$ cat config.mk
export PLATFORM = sky130hd
export DESIGN_NAME = flash_erase_status_sequencer
export DESIGN_NICKNAME = d
export VERILOG_FILES = /design/src/inc/flash_seq_pkg.sv /design/src/rtl/erase_walker.sv /design/src/rtl/flash_erase_status_sequencer.sv
export VERILOG_INCLUDE_DIRS = /design/src /design/src/inc
export SDC_FILE = /design/constraint.sdc
export NUM_CORES = 2
export LEC_CHECK = 0
export BUFFER_PORTS_ARGS = -buffer_cell sky130_fd_sc_hd__buf_2
export CELL_PAD_IN_SITES_DETAIL_PLACEMENT = 1
export CELL_PAD_IN_SITES_GLOBAL_PLACEMENT = 1
export CORE_UTILIZATION = 25
export DETAILED_ROUTE_END_ITERATION = 6
export GPL_ROUTABILITY_DRIVEN = 1
export HOLD_SLACK_MARGIN = 0.03
export PLACE_DENSITY = 0.41
export SETUP_SLACK_MARGIN = 0.1
export SYNTH_ARGS = -nofsm -noshare
export SYNTH_HDL_FRONTEND = slang
export SYNTH_SLANG_ARGS = --single-unit
$ cat constraint.sdc
create_clock -name mclk_i -period 9.75 [get_ports mclk_i]
set_input_delay 1.4625 -clock mclk_i [delete_from_list [all_inputs] [get_ports mclk_i]]
set_output_delay 1.4625 -clock mclk_i [all_outputs]
set_load 0.02 [all_outputs]
$ cat src/inc/flash_seq_defs.svh
// offsets, command codes, reset values and timing counts of the flash sequencer
`ifndef FLASH_SEQ_DEFS_SVH
`define FLASH_SEQ_DEFS_SVH

// bus map: haddr bit 14 low selects the flash array, high the sequencer status word
`define FLASH_REGION_BIT 14
`define STATUS_REG_OFFSET 32'h0000_4000

// unlock addresses, as flash byte index = haddr[13:2]
`define UNLOCK_ADDR_A 12'h555
`define UNLOCK_ADDR_B 12'hAAA

// command bytes
`define CMD_UNLOCK_1 8'hAA
`define CMD_UNLOCK_2 8'h55
`define CMD_ERASE_SETUP 8'h80
`define CMD_PROGRAM 8'hA0
`define CMD_BULK_ERASE 8'h10
`define CMD_SECTOR_ERASE 8'h30
`define CMD_ERASE_RESUME 8'h30
`define CMD_ERASE_SUSPEND 8'hB0
`define CMD_RESET 8'hF0

// array values
`define ERASED_BYTE 8'hFF
`define PREPROG_BYTE 8'h00
`define SUSPENDED_JUNK 8'h5A
`define ARRAY_RESET_BYTE 8'hFF

// status byte bit positions
`define POLL_BIT 7
`define TOGGLE_BIT 6
`define ERROR_BIT 5
`define WINDOW_BIT 3

// timing: clock period and documented times in ns
`define CLK_PERIOD_NS 50
`define WINDOW_TIME_NS 100000
`define SUSPEND_MIN_NS 100
`define WINDOW_CYC (`WINDOW_TIME_NS / `CLK_PERIOD_NS)
`define SUSPEND_CYC ((`SUSPEND_MIN_NS + `CLK_PERIOD_NS - 1) / `CLK_PERIOD_NS)
`define PROG_CYC 8
`define MAX_ERASE_TRIES 3

`endif

$ cat src/inc/flash_seq_pkg.sv
// types shared by the flash sequencer and its erase walker
package flash_seq_pkg;

  typedef enum logic [3:0] {
    ST_READ      = 4'b0000,
    ST_PROG      = 4'b0001,
    ST_BULK      = 4'b0010,
    ST_WINDOW    = 4'b0011,
    ST_SECT      = 4'b0100,
    ST_SUSP_PEND = 4'b0101,
    ST_SUSPENDED = 4'b0110,
    ST_ERROR     = 4'b0111
  } seq_state_t;

  typedef enum logic [1:0] {
    WK_IDLE   = 2'b00,
    WK_PRE    = 2'b01,
    WK_ERASE  = 2'b10,
    WK_VERIFY = 2'b11
  } walk_phase_t;

  typedef struct packed {
    logic        write;
    logic        flash_sel;
    logic [11:0] idx;
  } bus_req_t;

  typedef struct packed {
    logic       poll;
    logic       toggle;
    logic       error;
    logic       rsvd4;
    logic       window;
    logic [2:0] rsvd;
  } status_byte_t;

endpackage

$ cat src/rtl/erase_walker.sv
// erase engine: preprograms then erases selected sectors, with verify and retries
`timescale 1ns/10ps
`include "flash_seq_defs.svh"
module erase_walker (
  input  wire logic       mclk_i,
  input  wire logic       sys_rst_i,
  input  wire logic       start_i,
  input  wire logic       abort_i,
  input  wire logic       hold_i,
  input  wire logic [7:0] sectors_i,
  input  wire logic [7:0] rd_data_i,
  input  wire logic       fault_i,
  output logic      [6:0] addr_o,
  output logic            wr_en_o,
  output logic      [7:0] wr_data_o,
  output logic            done_o,
  output logic            fail_o
);

  flash_seq_pkg::walk_phase_t phase_q;
  logic [1:0] tries_q;
  logic       bad_q;
  logic       sel_hit;
  logic       last;

  assign sel_hit   = sectors_i[addr_o[6:4]];
  assign last      = (addr_o == 7'h7F);
  assign wr_en_o   = !hold_i && sel_hit &&
                     (phase_q == flash_seq_pkg::WK_PRE || phase_q == flash_seq_pkg::WK_ERASE);
  assign wr_data_o = (phase_q == flash_seq_pkg::WK_PRE) ? `PREPROG_BYTE : `ERASED_BYTE;

  always_ff @(posedge mclk_i) begin
    if (sys_rst_i || abort_i) begin
      phase_q <= flash_seq_pkg::WK_IDLE;
      addr_o  <= 7'h00;
      tries_q <= 2'h0;
      bad_q   <= 1'b0;
      done_o  <= 1'b0;
      fail_o  <= 1'b0;
    end else begin
      done_o <= 1'b0;
      if (start_i) begin
        phase_q <= flash_seq_pkg::WK_PRE;
        addr_o  <= 7'h00;
        tries_q <= 2'h0;
        bad_q   <= 1'b0;
        fail_o  <= 1'b0;
      end else if (!hold_i && phase_q != flash_seq_pkg::WK_IDLE) begin
        addr_o <= addr_o + 7'h01;
        unique case (phase_q)
          flash_seq_pkg::WK_PRE: begin
            if (last) phase_q <= flash_seq_pkg::WK_ERASE;
          end
          flash_seq_pkg::WK_ERASE: begin
            if (last) begin
              phase_q <= flash_seq_pkg::WK_VERIFY;
              bad_q   <= 1'b0;
            end
          end
          flash_seq_pkg::WK_VERIFY: begin
            // a weak cell keeps the pass failing until the retry budget runs out
            if (sel_hit && (fault_i || rd_data_i != `ERASED_BYTE)) bad_q <= 1'b1;
            if (last) begin
              if (bad_q || (sel_hit && (fault_i || rd_data_i != `ERASED_BYTE))) begin
                if (tries_q == 2'(`MAX_ERASE_TRIES - 1)) begin
                  phase_q <= flash_seq_pkg::WK_IDLE;
                  done_o  <= 1'b1;
                  fail_o  <= 1'b1;
                end else begin
                  tries_q <= tries_q + 2'h1;
                  phase_q <= flash_seq_pkg::WK_ERASE;
                end
              end else begin
                phase_q <= flash_seq_pkg::WK_IDLE;
                done_o  <= 1'b1;
              end
            end
          end
          flash_seq_pkg::WK_IDLE: begin
            phase_q <= flash_seq_pkg::WK_IDLE;
          end
        endcase
      end
    end
  end

endmodule

$ cat src/rtl/flash_erase_status_sequencer.sv
// flash command sequencer with toggle/error status, bulk and sector erase, suspend/resume
//
// Overview of operation
// - Toggle status bit inverts on each host status read while programming runs.
// - Error sets on program timer expiry or programming a one over a zero.
// - Toggle inverts until erase ends; erasing-sector reads return status bits.
// - After erase, error one means timeout failure, zero means success.
// - Bulk erase is six host writes followed by a status read.
// - Any mismatching byte abandons the command and returns to array read.
// - Bulk erase error reads one when all internal erase tries failed.
// - Device preprograms affected bytes to 00h then erases them to 0FFh.
// - All commands are ignored while bulk erase executes.
// - Sector confirm writes within about 100 us add sectors and restart window.
// - Erase window bit reads zero while window counts, one once erasing.
// - Before or in window, non-suspend/resume commands abort to array read.
// - During sector erase execution only reset and suspend are accepted.
// - Suspend is 0B0h to any flash address, honoured only in sector erase.
// - Suspend during the window suspends erase and ends the window.
// - Toggle stops 0.1 to 15 us after suspend, then array read mode.
// - Suspended: erasing-sector reads give undefined data, others array contents.
// - Suspended: no programming; only resume and reset accepted; reads still served.
// - Reset while suspended leaves the erasing sector's contents undefined.
// - Resume is 030h to any flash address and continues the suspended erase.
`timescale 1ns/10ps
`include "flash_seq_defs.svh"
module flash_erase_status_sequencer (
  input  wire logic        mclk_i,
  input  wire logic        sys_rst_i,
  input  wire logic        hsel_i,
  input  wire logic [31:0] haddr_i,
  input  wire logic [1:0]  htrans_i,
  input  wire logic        hwrite_i,
  input  wire logic [2:0]  hsize_i,
  input  wire logic [31:0] hwdata_i,
  input  wire logic        hready_i,
  input  wire logic        wear_fault_i,
  output logic      [31:0] hrdata_o,
  output logic             hreadyout_o,
  output logic             hresp_o,
  output logic             busy_o
);

  flash_seq_pkg::seq_state_t   state_q;
  flash_seq_pkg::bus_req_t     req_q;
  flash_seq_pkg::status_byte_t status;

  logic [7:0]  mem_q [0:127];
  logic        pend_q;
  logic [2:0]  step_q;
  logic        prog_arm_q;
  logic [6:0]  prog_addr_q;
  logic [7:0]  prog_data_q;
  logic [3:0]  prog_cnt_q;
  logic [10:0] win_cnt_q;
  logic [1:0]  susp_cnt_q;
  logic [7:0]  sectors_q;
  logic        toggle_q;
  logic        walk_started_q;
  logic        walk_start_q;
  logic        walk_abort_q;

  logic        wr_cmd;
  logic        rd_acc;
  logic [7:0]  wbyte;
  logic [6:0]  aidx;
  logic        in_erase_sect;
  logic        status_read;
  logic [7:0]  mem_rd;
  logic [6:0]  walk_addr;
  logic        walk_wr;
  logic [7:0]  walk_data;
  logic        walk_done;
  logic        walk_fail;
  logic        walk_hold;
  logic        erasing;
  logic        cap;
  logic        prog_commit;

  // the data phase always takes one wait state so that hrdata comes from a flop
  assign cap     = hsel_i && hready_i && htrans_i[1] && !pend_q;
  // decoded view of the pending data phase
  assign wr_cmd  = pend_q && req_q.write && req_q.flash_sel;
  assign rd_acc  = pend_q && !req_q.write && req_q.flash_sel;
  assign wbyte   = hwdata_i[7:0];
  assign aidx    = req_q.idx[6:0];
  assign mem_rd  = mem_q[aidx];
  assign prog_commit = (state_q == flash_seq_pkg::ST_PROG) && (prog_cnt_q == 4'h1) &&
                       !wear_fault_i;

  assign erasing = (state_q == flash_seq_pkg::ST_WINDOW) ||
                   (state_q == flash_seq_pkg::ST_SECT) ||
                   (state_q == flash_seq_pkg::ST_SUSP_PEND) ||
                   (state_q == flash_seq_pkg::ST_BULK);
  assign in_erase_sect = sectors_q[aidx[6:4]];
  assign walk_hold = (state_q == flash_seq_pkg::ST_SUSP_PEND) ||
                     (state_q == flash_seq_pkg::ST_SUSPENDED) ||
                     (state_q == flash_seq_pkg::ST_WINDOW);

  // reads that return the status byte instead of array data
  assign status_read = rd_acc && ((state_q == flash_seq_pkg::ST_PROG) ||
                       (state_q == flash_seq_pkg::ST_BULK) ||
                       (state_q == flash_seq_pkg::ST_ERROR) ||
                       (erasing && in_erase_sect));

  always_comb begin
    status        = '0;
    status.toggle = toggle_q;
    status.error  = (state_q == flash_seq_pkg::ST_ERROR);
    status.window = erasing && (state_q != flash_seq_pkg::ST_WINDOW);
    status.poll   = (state_q == flash_seq_pkg::ST_PROG) ? ~prog_data_q[7] : 1'b0;
  end

  // the walker verifies each cell straight from the array it has just written
  erase_walker u_walker (
    .mclk_i    (mclk_i),
    .sys_rst_i (sys_rst_i),
    .start_i   (walk_start_q),
    .abort_i   (walk_abort_q),
    .hold_i    (walk_hold),
    .sectors_i (sectors_q),
    .rd_data_i (mem_q[walk_addr]),
    .fault_i   (wear_fault_i),
    .addr_o    (walk_addr),
    .wr_en_o   (walk_wr),
    .wr_data_o (walk_data),
    .done_o    (walk_done),
    .fail_o    (walk_fail)
  );

  // bus slave handshake: capture address phase, answer after one wait state
  // hsize is not looked at: every transfer is taken as a whole word
  always_ff @(posedge mclk_i) begin
    if (sys_rst_i) begin
      pend_q      <= 1'b0;
      req_q       <= '0;
      hreadyout_o <= 1'b1;
      hresp_o     <= 1'b0;
    end else begin
      if (cap) begin
        pend_q          <= 1'b1;
        req_q.write     <= hwrite_i;
        req_q.flash_sel <= !haddr_i[`FLASH_REGION_BIT];
        req_q.idx       <= haddr_i[13:2];
        hreadyout_o     <= 1'b0;
      end else if (pend_q) begin
        pend_q      <= 1'b0;
        hreadyout_o <= 1'b1;
      end
    end
  end

  // read data register; status word sits outside the flash region
  always_ff @(posedge mclk_i) begin
    if (sys_rst_i) begin
      hrdata_o <= 32'h0000_0000;
    end else if (pend_q && !req_q.write) begin
      if (!req_q.flash_sel) begin
        hrdata_o <= {16'h0000, sectors_q, 3'b000, busy_o, state_q};
      end else if (status_read) begin
        hrdata_o <= {24'h00_0000, status};
      end else if (state_q == flash_seq_pkg::ST_SUSPENDED && in_erase_sect) begin
        // a half-erased cell is never shown; software must not trust this value
        hrdata_o <= {24'h00_0000, `SUSPENDED_JUNK};
      end else begin
        hrdata_o <= {24'h00_0000, mem_rd};
      end
    end
  end

  // toggle bit inverts once per status read while an algorithm runs or has failed
  always_ff @(posedge mclk_i) begin
    if (sys_rst_i) begin
      toggle_q <= 1'b0;
    end else if (status_read && state_q != flash_seq_pkg::ST_READ) begin
      toggle_q <= ~toggle_q;
    end
  end

  // array storage; the walker and the program commit never overlap in time
  always_ff @(posedge mclk_i) begin
    if (sys_rst_i) begin
      for (int i = 0; i < 128; i++) begin
        mem_q[i] <= `ARRAY_RESET_BYTE;
      end
    end else if (walk_wr) begin
      mem_q[walk_addr] <= walk_data;
    end else if (prog_commit) begin
      // program can only clear bits; the and keeps zeros that are already there
      mem_q[prog_addr_q] <= mem_q[prog_addr_q] & prog_data_q;
    end
  end

  // unlock sequence step counter, shared by program and both erase commands
  // a stray byte or a reset byte anywhere in the sequence drops back to step zero
  always_ff @(posedge mclk_i) begin
    if (sys_rst_i) begin
      step_q     <= 3'd0;
      prog_arm_q <= 1'b0;
    end else if (wr_cmd && state_q == flash_seq_pkg::ST_READ) begin
      step_q     <= 3'd0;
      prog_arm_q <= 1'b0;
      if (!prog_arm_q && wbyte != `CMD_RESET) begin
        unique case (step_q)
          3'd0: if (wbyte == `CMD_UNLOCK_1 && req_q.idx == `UNLOCK_ADDR_A) step_q <= 3'd1;
          3'd1: if (wbyte == `CMD_UNLOCK_2 && req_q.idx == `UNLOCK_ADDR_B) step_q <= 3'd2;
          3'd2: begin
            if (req_q.idx == `UNLOCK_ADDR_A && wbyte == `CMD_ERASE_SETUP) step_q <= 3'd3;
            if (req_q.idx == `UNLOCK_ADDR_A && wbyte == `CMD_PROGRAM) prog_arm_q <= 1'b1;
          end
          3'd3: if (wbyte == `CMD_UNLOCK_1 && req_q.idx == `UNLOCK_ADDR_A) step_q <= 3'd4;
          3'd4: if (wbyte == `CMD_UNLOCK_2 && req_q.idx == `UNLOCK_ADDR_B) step_q <= 3'd5;
          default: step_q <= 3'd0;
        endcase
      end
    end
  end

  // main sequencer
  always_ff @(posedge mclk_i) begin
    if (sys_rst_i) begin
      state_q        <= flash_seq_pkg::ST_READ;
      sectors_q      <= 8'h00;
      prog_addr_q    <= 7'h00;
      prog_data_q    <= 8'h00;
      prog_cnt_q     <= 4'h0;
      win_cnt_q      <= 11'h000;
      susp_cnt_q     <= 2'h0;
      walk_started_q <= 1'b0;
      walk_start_q   <= 1'b0;
      walk_abort_q   <= 1'b0;
      busy_o         <= 1'b0;
    end else begin
      walk_start_q <= 1'b0;
      walk_abort_q <= 1'b0;
      unique case (state_q)
        flash_seq_pkg::ST_READ: begin
          if (wr_cmd && prog_arm_q) begin
            prog_addr_q <= aidx;
            prog_data_q <= wbyte;
            // zeros can only be raised by an erase, so a one over a zero fails at once
            if ((wbyte & ~mem_rd) != 8'h00) begin
              state_q <= flash_seq_pkg::ST_ERROR;
            end else begin
              state_q    <= flash_seq_pkg::ST_PROG;
              prog_cnt_q <= 4'(`PROG_CYC);
            end
          end else if (wr_cmd && step_q == 3'd5) begin
            if (wbyte == `CMD_BULK_ERASE && req_q.idx == `UNLOCK_ADDR_A) begin
              state_q        <= flash_seq_pkg::ST_BULK;
              sectors_q      <= 8'hFF;
              walk_start_q   <= 1'b1;
              walk_started_q <= 1'b1;
            end else if (wbyte == `CMD_SECTOR_ERASE) begin
              state_q   <= flash_seq_pkg::ST_WINDOW;
              sectors_q <= 8'h01 << aidx[6:4];
              win_cnt_q <= 11'(`WINDOW_CYC);
            end
          end
        end
        flash_seq_pkg::ST_PROG: begin
          // a weak cell stands for the internal program timer running out
          if (prog_cnt_q == 4'h1) begin
            state_q <= wear_fault_i ? flash_seq_pkg::ST_ERROR : flash_seq_pkg::ST_READ;
          end
          prog_cnt_q <= prog_cnt_q - 4'h1;
        end
        flash_seq_pkg::ST_BULK: begin
          if (walk_done) begin
            state_q   <= walk_fail ? flash_seq_pkg::ST_ERROR : flash_seq_pkg::ST_READ;
            sectors_q <= 8'h00;
          end
          // writes are not looked at here at all
        end
        flash_seq_pkg::ST_WINDOW: begin
          // any write restarts or ends the window; it runs out only in a cycle with no write pending, reads do not hold it
          if (wr_cmd && wbyte == `CMD_SECTOR_ERASE) begin
            sectors_q <= sectors_q | (8'h01 << aidx[6:4]);
            win_cnt_q <= 11'(`WINDOW_CYC);
          end else if (wr_cmd && wbyte == `CMD_ERASE_SUSPEND) begin
            state_q    <= flash_seq_pkg::ST_SUSP_PEND;
            susp_cnt_q <= 2'(`SUSPEND_CYC);
          end else if (wr_cmd) begin
            state_q   <= flash_seq_pkg::ST_READ;
            sectors_q <= 8'h00;
          end else if (win_cnt_q == 11'h001) begin
            state_q        <= flash_seq_pkg::ST_SECT;
            walk_start_q   <= 1'b1;
            walk_started_q <= 1'b1;
          end else begin
            win_cnt_q <= win_cnt_q - 11'h001;
          end
        end
        flash_seq_pkg::ST_SECT: begin
          // a walk ending in the same cycle as a command wins; the command is dropped
          if (walk_done) begin
            state_q   <= walk_fail ? flash_seq_pkg::ST_ERROR : flash_seq_pkg::ST_READ;
            sectors_q <= 8'h00;
          end else if (wr_cmd && wbyte == `CMD_RESET) begin
            state_q      <= flash_seq_pkg::ST_READ;
            sectors_q    <= 8'h00;
            walk_abort_q <= 1'b1;
          end else if (wr_cmd && wbyte == `CMD_ERASE_SUSPEND) begin
            state_q    <= flash_seq_pkg::ST_SUSP_PEND;
            susp_cnt_q <= 2'(`SUSPEND_CYC);
          end
        end
        flash_seq_pkg::ST_SUSP_PEND: begin
          // status keeps toggling for the minimum latency, then array read
          if (susp_cnt_q == 2'h1) state_q <= flash_seq_pkg::ST_SUSPENDED;
          susp_cnt_q <= susp_cnt_q - 2'h1;
        end
        flash_seq_pkg::ST_SUSPENDED: begin
          if (wr_cmd && wbyte == `CMD_ERASE_RESUME) begin
            state_q <= flash_seq_pkg::ST_SECT;
            if (!walk_started_q) begin
              walk_start_q   <= 1'b1;
              walk_started_q <= 1'b1;
            end
          end else if (wr_cmd && wbyte == `CMD_RESET) begin
            // the half-erased sector is simply left as the walker left it
            state_q      <= flash_seq_pkg::ST_READ;
            sectors_q    <= 8'h00;
            walk_abort_q <= 1'b1;
          end
          // program and other commands fall through unanswered
        end
        flash_seq_pkg::ST_ERROR: begin
          if (wr_cmd && wbyte == `CMD_RESET) begin
            state_q      <= flash_seq_pkg::ST_READ;
            sectors_q    <= 8'h00;
            walk_abort_q <= 1'b1;
          end
        end
        default: state_q <= flash_seq_pkg::ST_READ;
      endcase
      if (state_q == flash_seq_pkg::ST_READ) walk_started_q <= 1'b0;
      // busy comes from a flop, so it trails the state by one cycle
      busy_o <= (state_q != flash_seq_pkg::ST_READ) && (state_q != flash_seq_pkg::ST_SUSPENDED);
    end
  end

endmodule

==> impl_metrics.tcl <==
set metrics [dict create \
    status "complete, no violations" \
    power.total_mw 11.7 \
    synth_area_leader_cell "edfxtp_1" \
    chipHeight_um 509 \
    grt_start_max_net_pins 109 \
    drive_gt1_share_pct 19.9 \
    ant_nets 0 \
    post-cts-setup-buffers 0 \
    arrival_ns 6.52 \
    drtIter0Drc 5242 \
    critPathSlowestCell "nand3_4" \
    firstDrtPassIters 5 \
    period_needed_ns 6.06 \
    cp_slowest_stage_delay_ns 1.06 \
    ys_types 81 \
    worst_pin_slew_ns 1.24 \
    final_hold_viol_count 0 \
    cts.sinks 1144 \
    cts_buffer_depth 3 \
    drc_errors 0 \
    cts_tree "done" \
    io_buffers 45 \
    core_area_mm2 0.255 \
    syn_inst 5219 \
    cts_made_buffers 147 \
    avgSynthCellArea_um2 12.3 \
    period_share_pct 62.1 \
    timing.hold.ws_ns 0.457 \
    wl_per_cell_um 36.8 \
    nFillCells 27500 \
    hold_class "reg2reg" \
    num_vias 48700 \
    ys.flop_type "edfxtp_1" \
    final_nets 5216 \
    fmax_mhz 165 \
    die_w_um 509 \
    cts_resized 0 \
    critical_path_peak_fanout 25 \
    relSlewSlack_pct 15.4 \
    clk_pin_slew_ns 0.05 \
    cp_cell_sequence "or4b_1 > nor4_1 > o31a_1 > buf_4 > mux2i_1 > nand3_4 > nor2_1 > or2_1" \
    io_pins 110 \
    synthTopCellsByArea "edfxtp_1, mux4_2, nand2_1" \
    async_flop_share_pct 0 \
    synth-edff-count 1024 \
    htreeDepth 4 \
    hpwl_um 226000 \
    yosys_warnings 0 \
    netlist.area_leader.share_pct 47.8 \
    overflow 0 \
    slew_viol_final 0 \
    antenna_found_initial 27 \
    crit_path_start_kind "flop" \
    end_kind "flop" \
    cap_violations 0 \
    dieArea_mm2 0.259 \
    initial_core_util_pct 25.2 \
    ys_seq_area_share_pct 51.5 \
    placementRows 185 \
    leakage_nw 17.7 \
    worstSetupPathType "reg2reg" \
    clk_latency_ns 0.84 \
    p_per_area_mw_per_mm2 161 \
    cts_root_buffer "clkbuf_16" \
    multiInputGateArea_mm2 0.0291 \
    synth_top_cells_by_count "nand2_1, edfxtp_1, mux4_2" \
    peakVddDrop_mv 0.205 \
    critPathRequiredTime_ns 10.22 \
    grt_pass1_vias 48200 \
    ys_ff_latch 1144 \
    seq_area_mm2 0.0332 \
    skew_ns 0.0395 \
    track_usage_pct 24.3 \
    fin_setup_tns_ns 0 \
    holdBufCountCts 0 \
    setup_viol 0 \
    synth_area_mm2 0.0643 \
    gp_congestion 0.888 \
    routed_wl_um 317000 \
    grt_first_pass_wirelength_um 434000 \
    synth.most_common_cell "nand2_1" \
    rsz0062_at_grt "false" \
    synthToLayoutAreaGrowth_pct 13.2 \
    via_per_inst 5.65 \
]
per-layer routing:
layer / GRT usage [%] / share of wire [%] / wire [um]
met4: 7.08 / 2.8 / 8980
met2: 37.8 / 45 / 144000
met5: 0 / 0.0091 / 29
met3: 3.76 / 6.2 / 19600
met1: 34.7 / 46 / 145000
metrics by stage:
step / cells / utilization, % / setup slack [ns] / instance area [um2]
5_1_grt: 8616 / 28.6 / 3.50 / 72800
3_3_place_gp: 8346 / 26.7 / 3.40 / 68000
6_report: 8624 / 28.6 / 3.69 / 72800
3_5_place_dp: 8346 / 26.7 / 3.33 / 68000
2_1_floorplan: 5236 / - / 5.65 / 64400
4_1_cts: 8615 / 28.6 / 3.72 / 72800
worst max-delay path, delay by kind of cell, from the launching register on:
family | cells | cell delay, ns
AND/OR/NAND/NOR | 5 | 3.47
multiplexers | 1 | 0.97
flip-flops | 1 | 0.65
buffers and inverters | 1 | 0.38
AO/OA/AOI/OAI | 1 | 0.20
state kept, by name, summed over array words and instances, names as in the netlist, 3 cells and up, named ones only:
signal	flops
mem_q	1024
hrdata_o	16
win_cnt_q	11
prog_data_q	8
sectors_q	8
aidx	7
prog_addr_q	7
req_q	7
u_walker.addr_o	7
prog_cnt_q	4
state_q	4
step_q	3
layout by cell type (no fill, tap or decap), types with 103 or more instances in the layout:
cell type  Yosys  final
buf_4        125    117
mux2i_1      187    187
or2_1        107    107
nor2_1       296    291
dfxtp_1      120    107
edfxtp_1    1024   1024
nand4_1      181    181
mux4_2       552    552
a21oi_1      103    103
clkbuf_16      0    151
nand3_1      142    134
nand2_1     1264   1264
power by group:
group	internal [mW]	leakage, nW	switching, mW
logic	0.192	7.46	0.528
clock network	3.30	2.35	2.30
registers	5.33	7.90	0.0644
cell families (layout without fill, tap and decap cells):
kind of cell / after synthesis / after routing / share of synthesized area, %
muxes: 769 / 769 / 22.8
buffers and inverters: 458 / 471 / 3.70
xor gates and xnor gates: 12 / 12 / 0.163
DFF: 1144 / 1144 / 51.5
adders and majority gates: 12 / 12 / 0.233
AOI/OAI and AO/OA: 539 / 539 / 5.61
other: 1 / 27 / 0.00583
and+or+nand+nor: 2284 / 2284 / 16.0
area by class of cell:
cell class / count / area share [%]
Clock buffer: 185 / 5.39
Multi-Input combinational cell: 3634 / 40.0
Sequential cell: 1144 / 45.6
Antenna cell: 9 / 0.0309
Timing Repair Buffer: 173 / 1.83
Clock inverter: 84 / 1.24
Tap cell: 3366 / 5.78
Inverter: 29 / 0.149
path summary, 6_finish.rpt:
path,start,to,slack [ns],cells past startpoint
hold reg to reg,hrdata_o[6],hrdata_o[6],0.46,2
setup reg to reg,state_q[0],mem_q[21][1],3.69,8
hold / removal,hrdata_o[6],hrdata_o[6],0.46,2
setup / recovery,state_q[0],mem_q[21][1],3.69,8
No activity file was read; power rests on OpenSTA's default activity.
